<file path="config.mk">
export PLATFORM = sky130hd
export DESIGN_NAME = sct_test_switch
export DESIGN_NICKNAME = d
export VERILOG_FILES = /design/src/sct_pkg.sv /design/src/sct_timer.sv /design/src/sct_test_switch.sv
export SDC_FILE = /design/constraint.sdc
export NUM_CORES = 1
export LEC_CHECK = 0
export BUFFER_PORTS_ARGS = -buffer_cell sky130_fd_sc_hd__buf_2
export CAP_MARGIN = 25
export CORE_MARGIN = 1.5
export CORE_UTILIZATION = 66
export CTS_BUF_LIST = sky130_fd_sc_hd__clkbuf_8
export DETAILED_ROUTE_END_ITERATION = 16
export PLACE_DENSITY = 0.86
export SLEW_MARGIN = 15
export SYNTH_ARGS = -nofsm -noshare
export SYNTH_HDL_FRONTEND = slang
export SYNTH_SLANG_ARGS = --single-unit
</file>
<file path="constraint.sdc">
create_clock -name CORE_CLK -period 4.3 [get_ports CORE_CLK]
set_input_delay 0.43 -clock CORE_CLK [delete_from_list [all_inputs] [get_ports CORE_CLK]]
set_output_delay 0.43 -clock CORE_CLK [all_outputs]
set_load 0.02 [all_outputs]
</file>
<file path="src/sct_pkg.sv">
// shared constants and types for the scanner test-switching core
package sct_pkg;

   // core clock rate
   localparam int unsigned CLK_HZ           = 50_000_000;
   localparam int unsigned CYC_PER_MS       = CLK_HZ / 1000;

   // scanner response time, nominal and upper limit, in milliseconds
   localparam int unsigned RESP_TIME_MS     = 200;
   localparam int unsigned RESP_TIME_MAX_MS = 400;

   // the same times as clock cycles
   localparam int unsigned RESP_CYC_DEF     = RESP_TIME_MS * CYC_PER_MS;
   localparam int unsigned RESP_CYC_MAX     = RESP_TIME_MAX_MS * CYC_PER_MS;

   // response timer width, enough for the upper limit
   localparam int unsigned TMR_W            = 25;

   // test step as seen on the control pair {ctrl_b, ctrl_a}
   typedef enum logic [1:0] {
      STEP1 = 2'h0,
      STEP2 = 2'h1,
      STEP3 = 2'h2,
      STEP4 = 2'h3
   } sct_step_t;

   // step applied after reset
   localparam sct_step_t STEP_RST = STEP1;

   // reply sequencer
   typedef enum logic {
      ST_IDLE = 1'h0,
      ST_WAIT = 1'h1
   } sct_state_t;

endpackage : sct_pkg

</file>
<file path="src/sct_timer.sv">
// one-shot down counter that pulses when its load value has run out
`timescale 1ns/1ns
module sct_timer #(
   parameter int unsigned WIDTH = 8
) (
   input  wire logic             clk,
   input  wire logic             rst,
   input  wire logic             start,
   input  wire logic [WIDTH-1:0] load,
   output logic                  done
);

   typedef struct packed {
      logic [WIDTH-1:0] cnt;
      logic             done;
   } sct_tmr_t;

   sct_tmr_t cur_q;
   sct_tmr_t nxt_d;

   // a fresh start always restarts the count and cancels a pending pulse
   always_comb begin
      nxt_d      = cur_q;
      nxt_d.done = 1'b0;
      if (start) begin
         nxt_d.cnt = load;
      end else if (cur_q.cnt != '0) begin
         nxt_d.cnt  = cur_q.cnt - WIDTH'(1);
         nxt_d.done = (cur_q.cnt == WIDTH'(1));
      end
   end

   always_ff @(posedge clk or posedge rst) begin
      if (rst) begin
         cur_q <= '0;
      end else begin
         cur_q <= nxt_d;
      end
   end

   assign done = cur_q.done;

endmodule : sct_timer

</file>
<file path="src/sct_test_switch.sv">
// scanner-side switching of field states onto three outputs under the test-step pair
`timescale 1ns/1ns
module sct_test_switch #(
   // response time in clock cycles; shorten for simulation
   parameter int unsigned RESP_CYCLES = sct_pkg::RESP_CYC_DEF
) (
   input  wire logic       CORE_CLK,
   input  wire logic       RST,
   input  wire logic       CTRL_A,
   input  wire logic       CTRL_B,
   input  wire logic       FIELD1_CLEAR,
   input  wire logic       FIELD2_CLEAR,
   input  wire logic       TEST_SEEN,
   input  wire logic       CONTAMINATION_WARNING,
   output logic            SW_OUT_1,
   output logic            SW_OUT_2,
   output logic            SW_OUT_3,
   output logic [1:0]      STEP_ACTIVE,
   output logic            REPLY_PENDING
);

   // effective response time, held to the fixed package ceiling RESP_CYC_MAX and at least one cycle
   // clamped response time
   localparam int unsigned RESP_CLAMP = (RESP_CYCLES > sct_pkg::RESP_CYC_MAX) ? sct_pkg::RESP_CYC_MAX :
                                        (RESP_CYCLES == 0) ? 1 : RESP_CYCLES;
   localparam logic [sct_pkg::TMR_W-1:0] RESP_LOAD = sct_pkg::TMR_W'(RESP_CLAMP);

   typedef struct packed {
      sct_pkg::sct_state_t st;
      sct_pkg::sct_step_t  step;
      sct_pkg::sct_step_t  pend;
      logic                sw1;
      logic                sw2;
      logic                sw3;
   } sct_core_t;

   sct_core_t           cur_q;
   sct_core_t           nxt_d;
   sct_pkg::sct_step_t  cmd;
   logic                cmd_new;
   logic                tmr_done;

   // outputs are on (high) when the routed field is clear or detected
   function automatic logic [2:0] sct_route(input sct_pkg::sct_step_t step,
                                            input logic f1, input logic f2,
                                            input logic tst, input logic clean);
      logic [2:0] r;
      r = 3'h0;
      case (step)
         // warning only reaches the third output in step 1
         sct_pkg::STEP1: r = {f1, f2, clean};
         sct_pkg::STEP2: r = {f1, f2, tst};
         sct_pkg::STEP3: r = {tst, f1, f2};
         sct_pkg::STEP4: r = {f2, tst, f1};
         default:        r = 3'h0;
      endcase
      return r;
   endfunction : sct_route

   // the control pair as a step code, b is the high bit
   assign cmd     = sct_pkg::sct_step_t'({CTRL_B, CTRL_A});
   assign cmd_new = (cmd != cur_q.pend);

   // response timer, restarted by every new command
   sct_timer #(
      .WIDTH (sct_pkg::TMR_W)
   ) u_resp_tmr (
      .clk   (CORE_CLK),
      .rst   (RST),
      .start (cmd_new),
      .load  (RESP_LOAD),
      .done  (tmr_done)
   );

   // step sequencer and output routing; a command that changes again
   // mid-wait restarts the wait, so only a settled command is answered
   always_comb begin
      nxt_d = cur_q;
      case (cur_q.st)
         sct_pkg::ST_IDLE: begin
            if (cmd_new) begin
               nxt_d.pend = cmd;
               nxt_d.st   = sct_pkg::ST_WAIT;
            end
         end
         sct_pkg::ST_WAIT: begin
            if (cmd_new) begin
               nxt_d.pend = cmd;
            end else if (tmr_done) begin
               // switch only once response time is over
               nxt_d.step = cur_q.pend;
               nxt_d.st   = sct_pkg::ST_IDLE;
            end
         end
         default: begin
            nxt_d.st = sct_pkg::ST_IDLE;
         end
      endcase
      {nxt_d.sw1, nxt_d.sw2, nxt_d.sw3} = sct_route(nxt_d.step, FIELD1_CLEAR, FIELD2_CLEAR,
                                                    TEST_SEEN, ~CONTAMINATION_WARNING);
   end

   // all outputs off after reset: the controller sees no clear field yet
   always_ff @(posedge CORE_CLK or posedge RST) begin
      if (RST) begin
         cur_q.st   <= sct_pkg::ST_IDLE;
         cur_q.step <= sct_pkg::STEP_RST;
         cur_q.pend <= sct_pkg::STEP_RST;
         cur_q.sw1  <= 1'b0;
         cur_q.sw2  <= 1'b0;
         cur_q.sw3  <= 1'b0;
      end else begin
         cur_q <= nxt_d;
      end
   end

   assign SW_OUT_1      = cur_q.sw1;
   assign SW_OUT_2      = cur_q.sw2;
   assign SW_OUT_3      = cur_q.sw3;
   assign STEP_ACTIVE   = cur_q.step;
   assign REPLY_PENDING = (cur_q.st == sct_pkg::ST_WAIT);

   // ---- checks ----
   // cycles since the last new command, saturating; helper for the timing checks
   logic [sct_pkg::TMR_W-1:0] since_q;
   always_ff @(posedge CORE_CLK or posedge RST) begin
      if (RST) begin
         since_q <= '0;
      end else if (cmd_new) begin
         since_q <= '0;
      end else if (since_q != '1) begin
         since_q <= since_q + sct_pkg::TMR_W'(1);
      end
   end
endmodule : sct_test_switch

</file>
==> impl_results.md, run 1 <==
* Filler instances at 167
* Antenna Cells at 0
* Synth top cells by count: dfrtp_1 (34), nor2_1 (20), nand2_1 (13)
* Area leader, netlist: dfrtp_1
* Setup WS pre-CTS at 1.88 ns
* Syn Area/Cell at 9.84 um2
* Yosys cell types at 41
* Post-route cell area at a little under 2000 um2
* DR DRC count at 0
* Crit path DAT at 2.67 ns
* Status: completed
* Core ar. at ~2600 um2
* Num rows at 18
* Syn_nets at 197
* Synth Area in XOR/XNOR at 0.0952
* Post-synthesis async set-or-reset flop share at 1.00
* First-pass GRT wire length at 6.38 mm
* Clock sink count at 34
* Max-slew violations at 0
* Synth Area in Compound Gates at 0.0898
* Seq cells post-synth at 34
* Clock tree root buffer cell: clkbuf_8
* Total power draw at between 0.6 and 0.7 mW
* Met2 Usage GRT at 0.408
* Register area at 851 um2
* Crit path required time at ~4.5 ns
* Static Leak at 0.836 nW
* Num CTS Buffers at 5
* GPL Wtd Cong at approximately 0.85
* Worst Skew at 0.00516 ns
* Port Buffer Count at 13
* Die Y at 55.8 um
* Cell Area, Synth at roughly 1800 um2
* Fmax at 404 MHz
* Met1 Use GR at 0.355
* Max_cap viols at 0
* Largest family of logic cells by synthesized area: simple AND/OR/NAND/NOR gates
* Mux share of post-synthesis cell area at 0.0381
* Top cell type's share of synthesized area at 0.463
* Post-CTS Setup Bufs at 0
* Die W at around 56 um
* Ys Warns at 0
* Hold Buf Count CTS at 0
* DRT Wirelength at 3.70 mm
* Largest net degree at the start of global routing at 35
* Final antenna-violating net count at 0
* Initial antenna violation count at 0
* Maximum buffer depth of the clock tree at 2
* Hold Vio Cnt, Final at 0
* Vias in the first global route at ~1,400
* Cells after Synth at ~190
* CP Launch Point: u_resp_tmr.cur_q[1]
* Final net count at 206
* Dpl hpwl at between 2 and 3 mm
* Main synth FF type: dfrtp_1
* H-tree depth at 2
* Seq/Total Area, Yosys at 0.463
* Setup violators final at 0
* Count leader, synth: dfrtp_1
* Area growth, synth to finish at 7.76%
* DR vias at 1,432
* DR pass1 iterations at 4
* CP startpoint kind: register
* Worst Hold Class: in2async
* Remaining Overflow, GRT at 0
* Num ports at 14
* Setup TNS at 0 ns
* Multi-input gate area at between 800 and 900 um2
* Iter 0 DRT Violations at 79
* Wire per inst at 16.3 um
* Post-cts sizing count at 0
* Share of layout cells above drive strength 1 at 0.178
* Via density at between 6 and 7
* Clk slew on worst S/H paths at about 0.06 ns
* Min Tclk post-route at 2.47 ns
* Critical path type: reg2reg
* Post-synth EDFFs at 0
* RSZ-0062 raised after global routing: false
* Die ar. at roughly 3100 um2
* CTS tree: yes
* Worst Path Max Fanout at 10
* Max IR drop VDD at about 0.33 mV
* Area after DPL at 1890 um2
* Synth Area in Simple Gates at 0.250
* GR Util met3 at 0.0535
* Slew @ Worst Pin at 0.802 ns
* GR peak layer: met2
* Max_slew headroom at 0.461
* GRT Util Overall at 0.267
* Final worst path period share at 0.575
* Setup slack after layout at 1.83 ns
* R2R Path Start: u_resp_tmr.cur_q[1]
* Pwr/cell area at 353 nW/um2
* Adder-Cell Fraction of Synth Area at 0.0136
* Synth area leaders: dfrtp_1 (46%), xnor2_1 (5.7%), nor2_1 (4.1%)
* Initial Util at 0.716
* Worst skew pair latency at 0.30 ns
* Setup crit end kind: register
## layout make-up
cell class,instances,area share
Clock inverter,2,0.00442
Tap cell,30,0.0189
Timing Repair Buffer,15,0.0404
Clock buffer,6,0.0417
Inverter,7,0.0133
Multi-Input combinational cell,133,0.452
Sequential cell,34,0.429
## final timing paths
path	cells past startpoint	endpoint	slack, ns
min reg2reg	1	REPLY_PENDING	0.47
max	6	u_resp_tmr.cur_q[2]	1.83
min	3	u_resp_tmr.cur_q[25]	0.21
min in group CORE_CLK	1	cur_q[4]	0.27
max reg2reg	6	u_resp_tmr.cur_q[2]	1.83
max in group asynchronous	3	STEP_ACTIVE[1]	3.79
## cell families after synthesis
| logic type | count (synthesis) |
|---|---|
| compound gates | 22 |
| xor+xnor | 20 |
| fa+ha+maj | 2 |
| buf+inv | 20 |
| flops | 34 |
| mux | 7 |
| simple gates | 82 |
## layout by cell type (no fill, tap or decap), drive strengths merged, types with 6 or more instances in the layout
| cell | n |
|---|---|
| dfrtp | 34 |
| nor2 | 20 |
| buf | 15 |
| nor3 | 14 |
| nand2 | 13 |
| xnor2 | 12 |
| xor2 | 8 |
| inv | 8 |
| mux2i | 7 |
| nand4 | 6 |
| clkbuf | 6 |
| or3 | 6 |
## routing by layer
layer  wire [um]  share of wire  vias to the layer above
li1            -              -                      674
met1        1590           0.43                      699
met2        1810           0.49                       48
met3         174          0.047                       11
met4         125          0.034                        0
met5           0              0                        -
## where the power goes
| part | total (mW) | internal, mW | switching (mW) |
|---|---|---|---|
| registers | 0.351 | 0.334 | 0.0169 |
| clock network | 0.240 | 0.127 | 0.113 |
| logic | 0.109 | 0.0466 | 0.0622 |
## stage by stage
step	utilization	hold WS (ns)	std cells
floorplan	-	0.435	187
global route	0.772	0.263	227
detailed placement	0.736	0.463	219
global placement	0.736	0.448	219
CTS	0.772	0.230	227
finish	0.772	0.214	227
## worst max-delay path: stages (launching register included)
cell and delay, ns:
dfrtp_1 0.42, inv_1 0.12, ha_1 0.24, or3b_2 0.55
nor3_2 0.51, nand3_1 0.24, a211oi_1 0.30
## state kept, by name (all words and copies together), names as in the netlist
signal            flops
REPLY_PENDING         1
STEP_ACTIVE           2
SW_OUT_1              1
SW_OUT_2              1
SW_OUT_3              1
cur_q                 2
u_resp_tmr.cur_q     25
u_resp_tmr.done       1
Power figures use the tool's default switching activity.
==> run 2, diff against run 1 <==
CORE_UTILIZATION = 56   (was 66)
PLACE_DENSITY = 0.78   (was 0.86)
clock period = 2.16 ns   (was 4.3 ns; I/O delays follow)
==> run 2 against run 1 <==
Effect of this change: global-route usage down 2.2 points; routed wire length up 10%; fmax rose by 15%; sequential cell count did not move; combinational power grew to 2.6 times the previous value; sequential power up 98%; setup slack worse by 1.8 ns; die area is 17% higher; cell count grew 14%; clock skew grew 0.0014 ns; non-clock buffer count is 18 higher.
==> impl_results.md, run 2 (same netlist as run 1, synthesis figures left out) <==
* Final net count at 224 (+8.7%)
* Vias in the first global route at 1,434 (+2.6%)
* Max_cap viols at 0 (unchanged)
* Pwr/cell area at 699 nW/um2 (+98%)
* GPL Wtd Cong at 0.843 (-0.43%)
* Final worst path period share at 0.995 (+0.420)
* Hold Vio Cnt, Final at 0 (unchanged)
* Met2 Usage GRT at 0.396 (-0.0122)
* Crit path DAT at 2.31 ns (-0.36 ns)
* DR vias at 1,527 (+6.6%)
* Worst Path Max Fanout at 7 (-3)
* Worst Skew at 0.00655 ns (+0.00139 ns)
* Num ports at 14 (unchanged)
* Port Buffer Count at 13 (unchanged)
* Remaining Overflow, GRT at 0 (unchanged)
* RSZ-0062 raised after global routing: true
* R2R Path Start: u_resp_tmr.cur_q[2]
* Min Tclk post-route at 2.15 ns (-0.322 ns)
* Reg2reg setup slack at 0.01 ns (-1.82 ns)
* Via density at 5.90 (-6.5%)
* Clock tree root buffer cell: clkbuf_8
* Max-slew violations at 0 (unchanged)
* GR peak layer: met2
* Crit Reg-Reg Endpoint: u_resp_tmr.cur_q[11]
* Critical Path End: u_resp_tmr.cur_q[11]
* Post-Layout Cell Count at 259 (+14%)
* Dpl hpwl at 2.79 mm (+8.2%)
* Clk slew on worst S/H paths at 0.07 ns (about the same)
* Met1 Use GR at 0.300 (-0.0547)
* CP Launch Point: u_resp_tmr.cur_q[2]
* Worst skew pair latency at 0.28 ns (-0.02 ns)
* Setup WS pre-CTS at 0.0302 ns (-1.84 ns)
* Wire per inst at 15.8 um (-3.3%)
* Hold_ws at 0.00398 ns (-0.210 ns)
* Reg with most FFs: u_resp_tmr.cur_q
* H-tree depth at 2 (unchanged)
* GRT Util Overall at 0.245 (-0.0216)
* Core ar. at 3080 um2 (+20%)
* Hold Buf Count CTS at 0 (unchanged)
* Num CTS Buffers at 5 (unchanged)
* Setup violators final at 0 (unchanged)
* Iter 0 DRT Violations at 104 (+32%)
* DR DRC count at 0 (unchanged)
* Fmax at 465 MHz (+15%)
* GR Util met3 at 0.0779 (+0.0244)
* Static Leak at 0.934 nW (+12%)
* Worst Hold Class: in2async
* Num rows at 20 (+2)
* Setup crit end kind: register
* Largest net degree at the start of global routing at 35 (unchanged)
* Setup slack after layout at 0.00972 ns (-1.82 ns)
* First-pass GRT wire length at 6.41 mm (+0.44%)
* Initial Util at 0.598 (-0.119)
* Max_slew headroom at 0.716 (+0.255)
* Die W at 60.3 um (+8.1%)
* Status: completed
* Slew @ Worst Pin at 0.424 ns (-0.378 ns)
* Reg2Reg Depth at 7 (+1)
* Area growth, synth to finish at 19.2%
* Antenna Cells at 0 (unchanged)
* DR pass1 iterations at 4 (unchanged)
* Most frequent cells in the layout: dfrtp_1 (34), nor2_1 (20), buf_4 (20)
* Clock sink count at 34 (unchanged)
* Critical path type: reg2reg
* Final antenna-violating net count at 0 (unchanged)
* DRT Wirelength at 4.09 mm (+10%)
* CP startpoint kind: register
* Die Y at 60.3 um (+8.1%)
* Dpl cells at 247 (+13%)
* Crit path required time at 2.31 ns (-2.19 ns)
* Total power draw at 1.53 mW (+120%)
* Max IR drop VDD at 0.482 mV (+44%)
* Initial antenna violation count at 0 (unchanged)
* CTS tree: yes
* Share of layout cells above drive strength 1 at 0.270 (+0.0921)
* Maximum buffer depth of the clock tree at 2 (unchanged)
* Max reg flops at 25 (unchanged)
* Leading cell type in the layout, fill and taps excluded: dfrtp_1
* Die ar. at 3640 um2 (+17%)
* Setup TNS at 0 ns (unchanged)
## run 2: stage by stage
step / cell area [um2] / utilization
after floorplan: 1870 / -
after global placement: 2040 / 0.662
after detailed placement: 2040 / 0.662
after CTS: 2140 / 0.697
after global routing: 2190 / 0.712
final: 2190 / 0.712
## run 2: how the worst min path moves through the flow
stage | slack (ns) | from | to
final | 0.004 | RST | REPLY_PENDING
after global routing | 0.05 | RST | cur_q[3]
after CTS | 0.02 | RST | u_resp_tmr.done
after detailed placement | 0.33 | RST | u_resp_tmr.done
after global placement | 0.32 | RST | REPLY_PENDING
after floorplan | 0.31 | CTRL_A | cur_q[3]
## run 2: final cells by class
| cell class | instances | area [um2] |
|---|---|---|
| Clock buffer | 5 | 68.8 |
| Clock inverter | 3 | 37.5 |
| Fill cell | 226 | 886 |
| Inverter | 7 | 26.3 |
| Multi-Input combinational cell | 133 | 938 |
| Sequential cell | 34 | 851 |
| Tap cell | 44 | 55.1 |
| Timing Repair Buffer | 33 | 215 |
## run 2: repair_timing
item                                    4_1_cts  5_1_grt
resized for setup                             0        3
buffers inserted                              0        4
endpoints found under the setup margin        0        6
## run 2: critical path: stages (launching register included)
cell	delay, ns
dfrtp_1	0.43
inv_2	0.10
ha_4	0.15
or3b_4	0.42
or3_4	0.42
nor3_4	0.25
nor4_2	0.07
nand3b_1	0.17
## run 2: where the power goes
| group | leakage [nW] | internal [mW] | switching, mW | total [mW] |
|---|---|---|---|---|
| combinational | 0.460 | 0.138 | 0.143 | 0.281 |
| sequential | 0.413 | 0.665 | 0.0313 | 0.696 |
| clock | 0.0607 | 0.335 | 0.220 | 0.555 |
| total | 0.934 | 1.14 | 0.394 | 1.53 |
## run 2: per-layer routing
metal  up-vias  routed length (um)
met5         -                   0
met4         0                  99
met3        13                 204
met2        55                2050
met1       739                1740
li1        720                   -
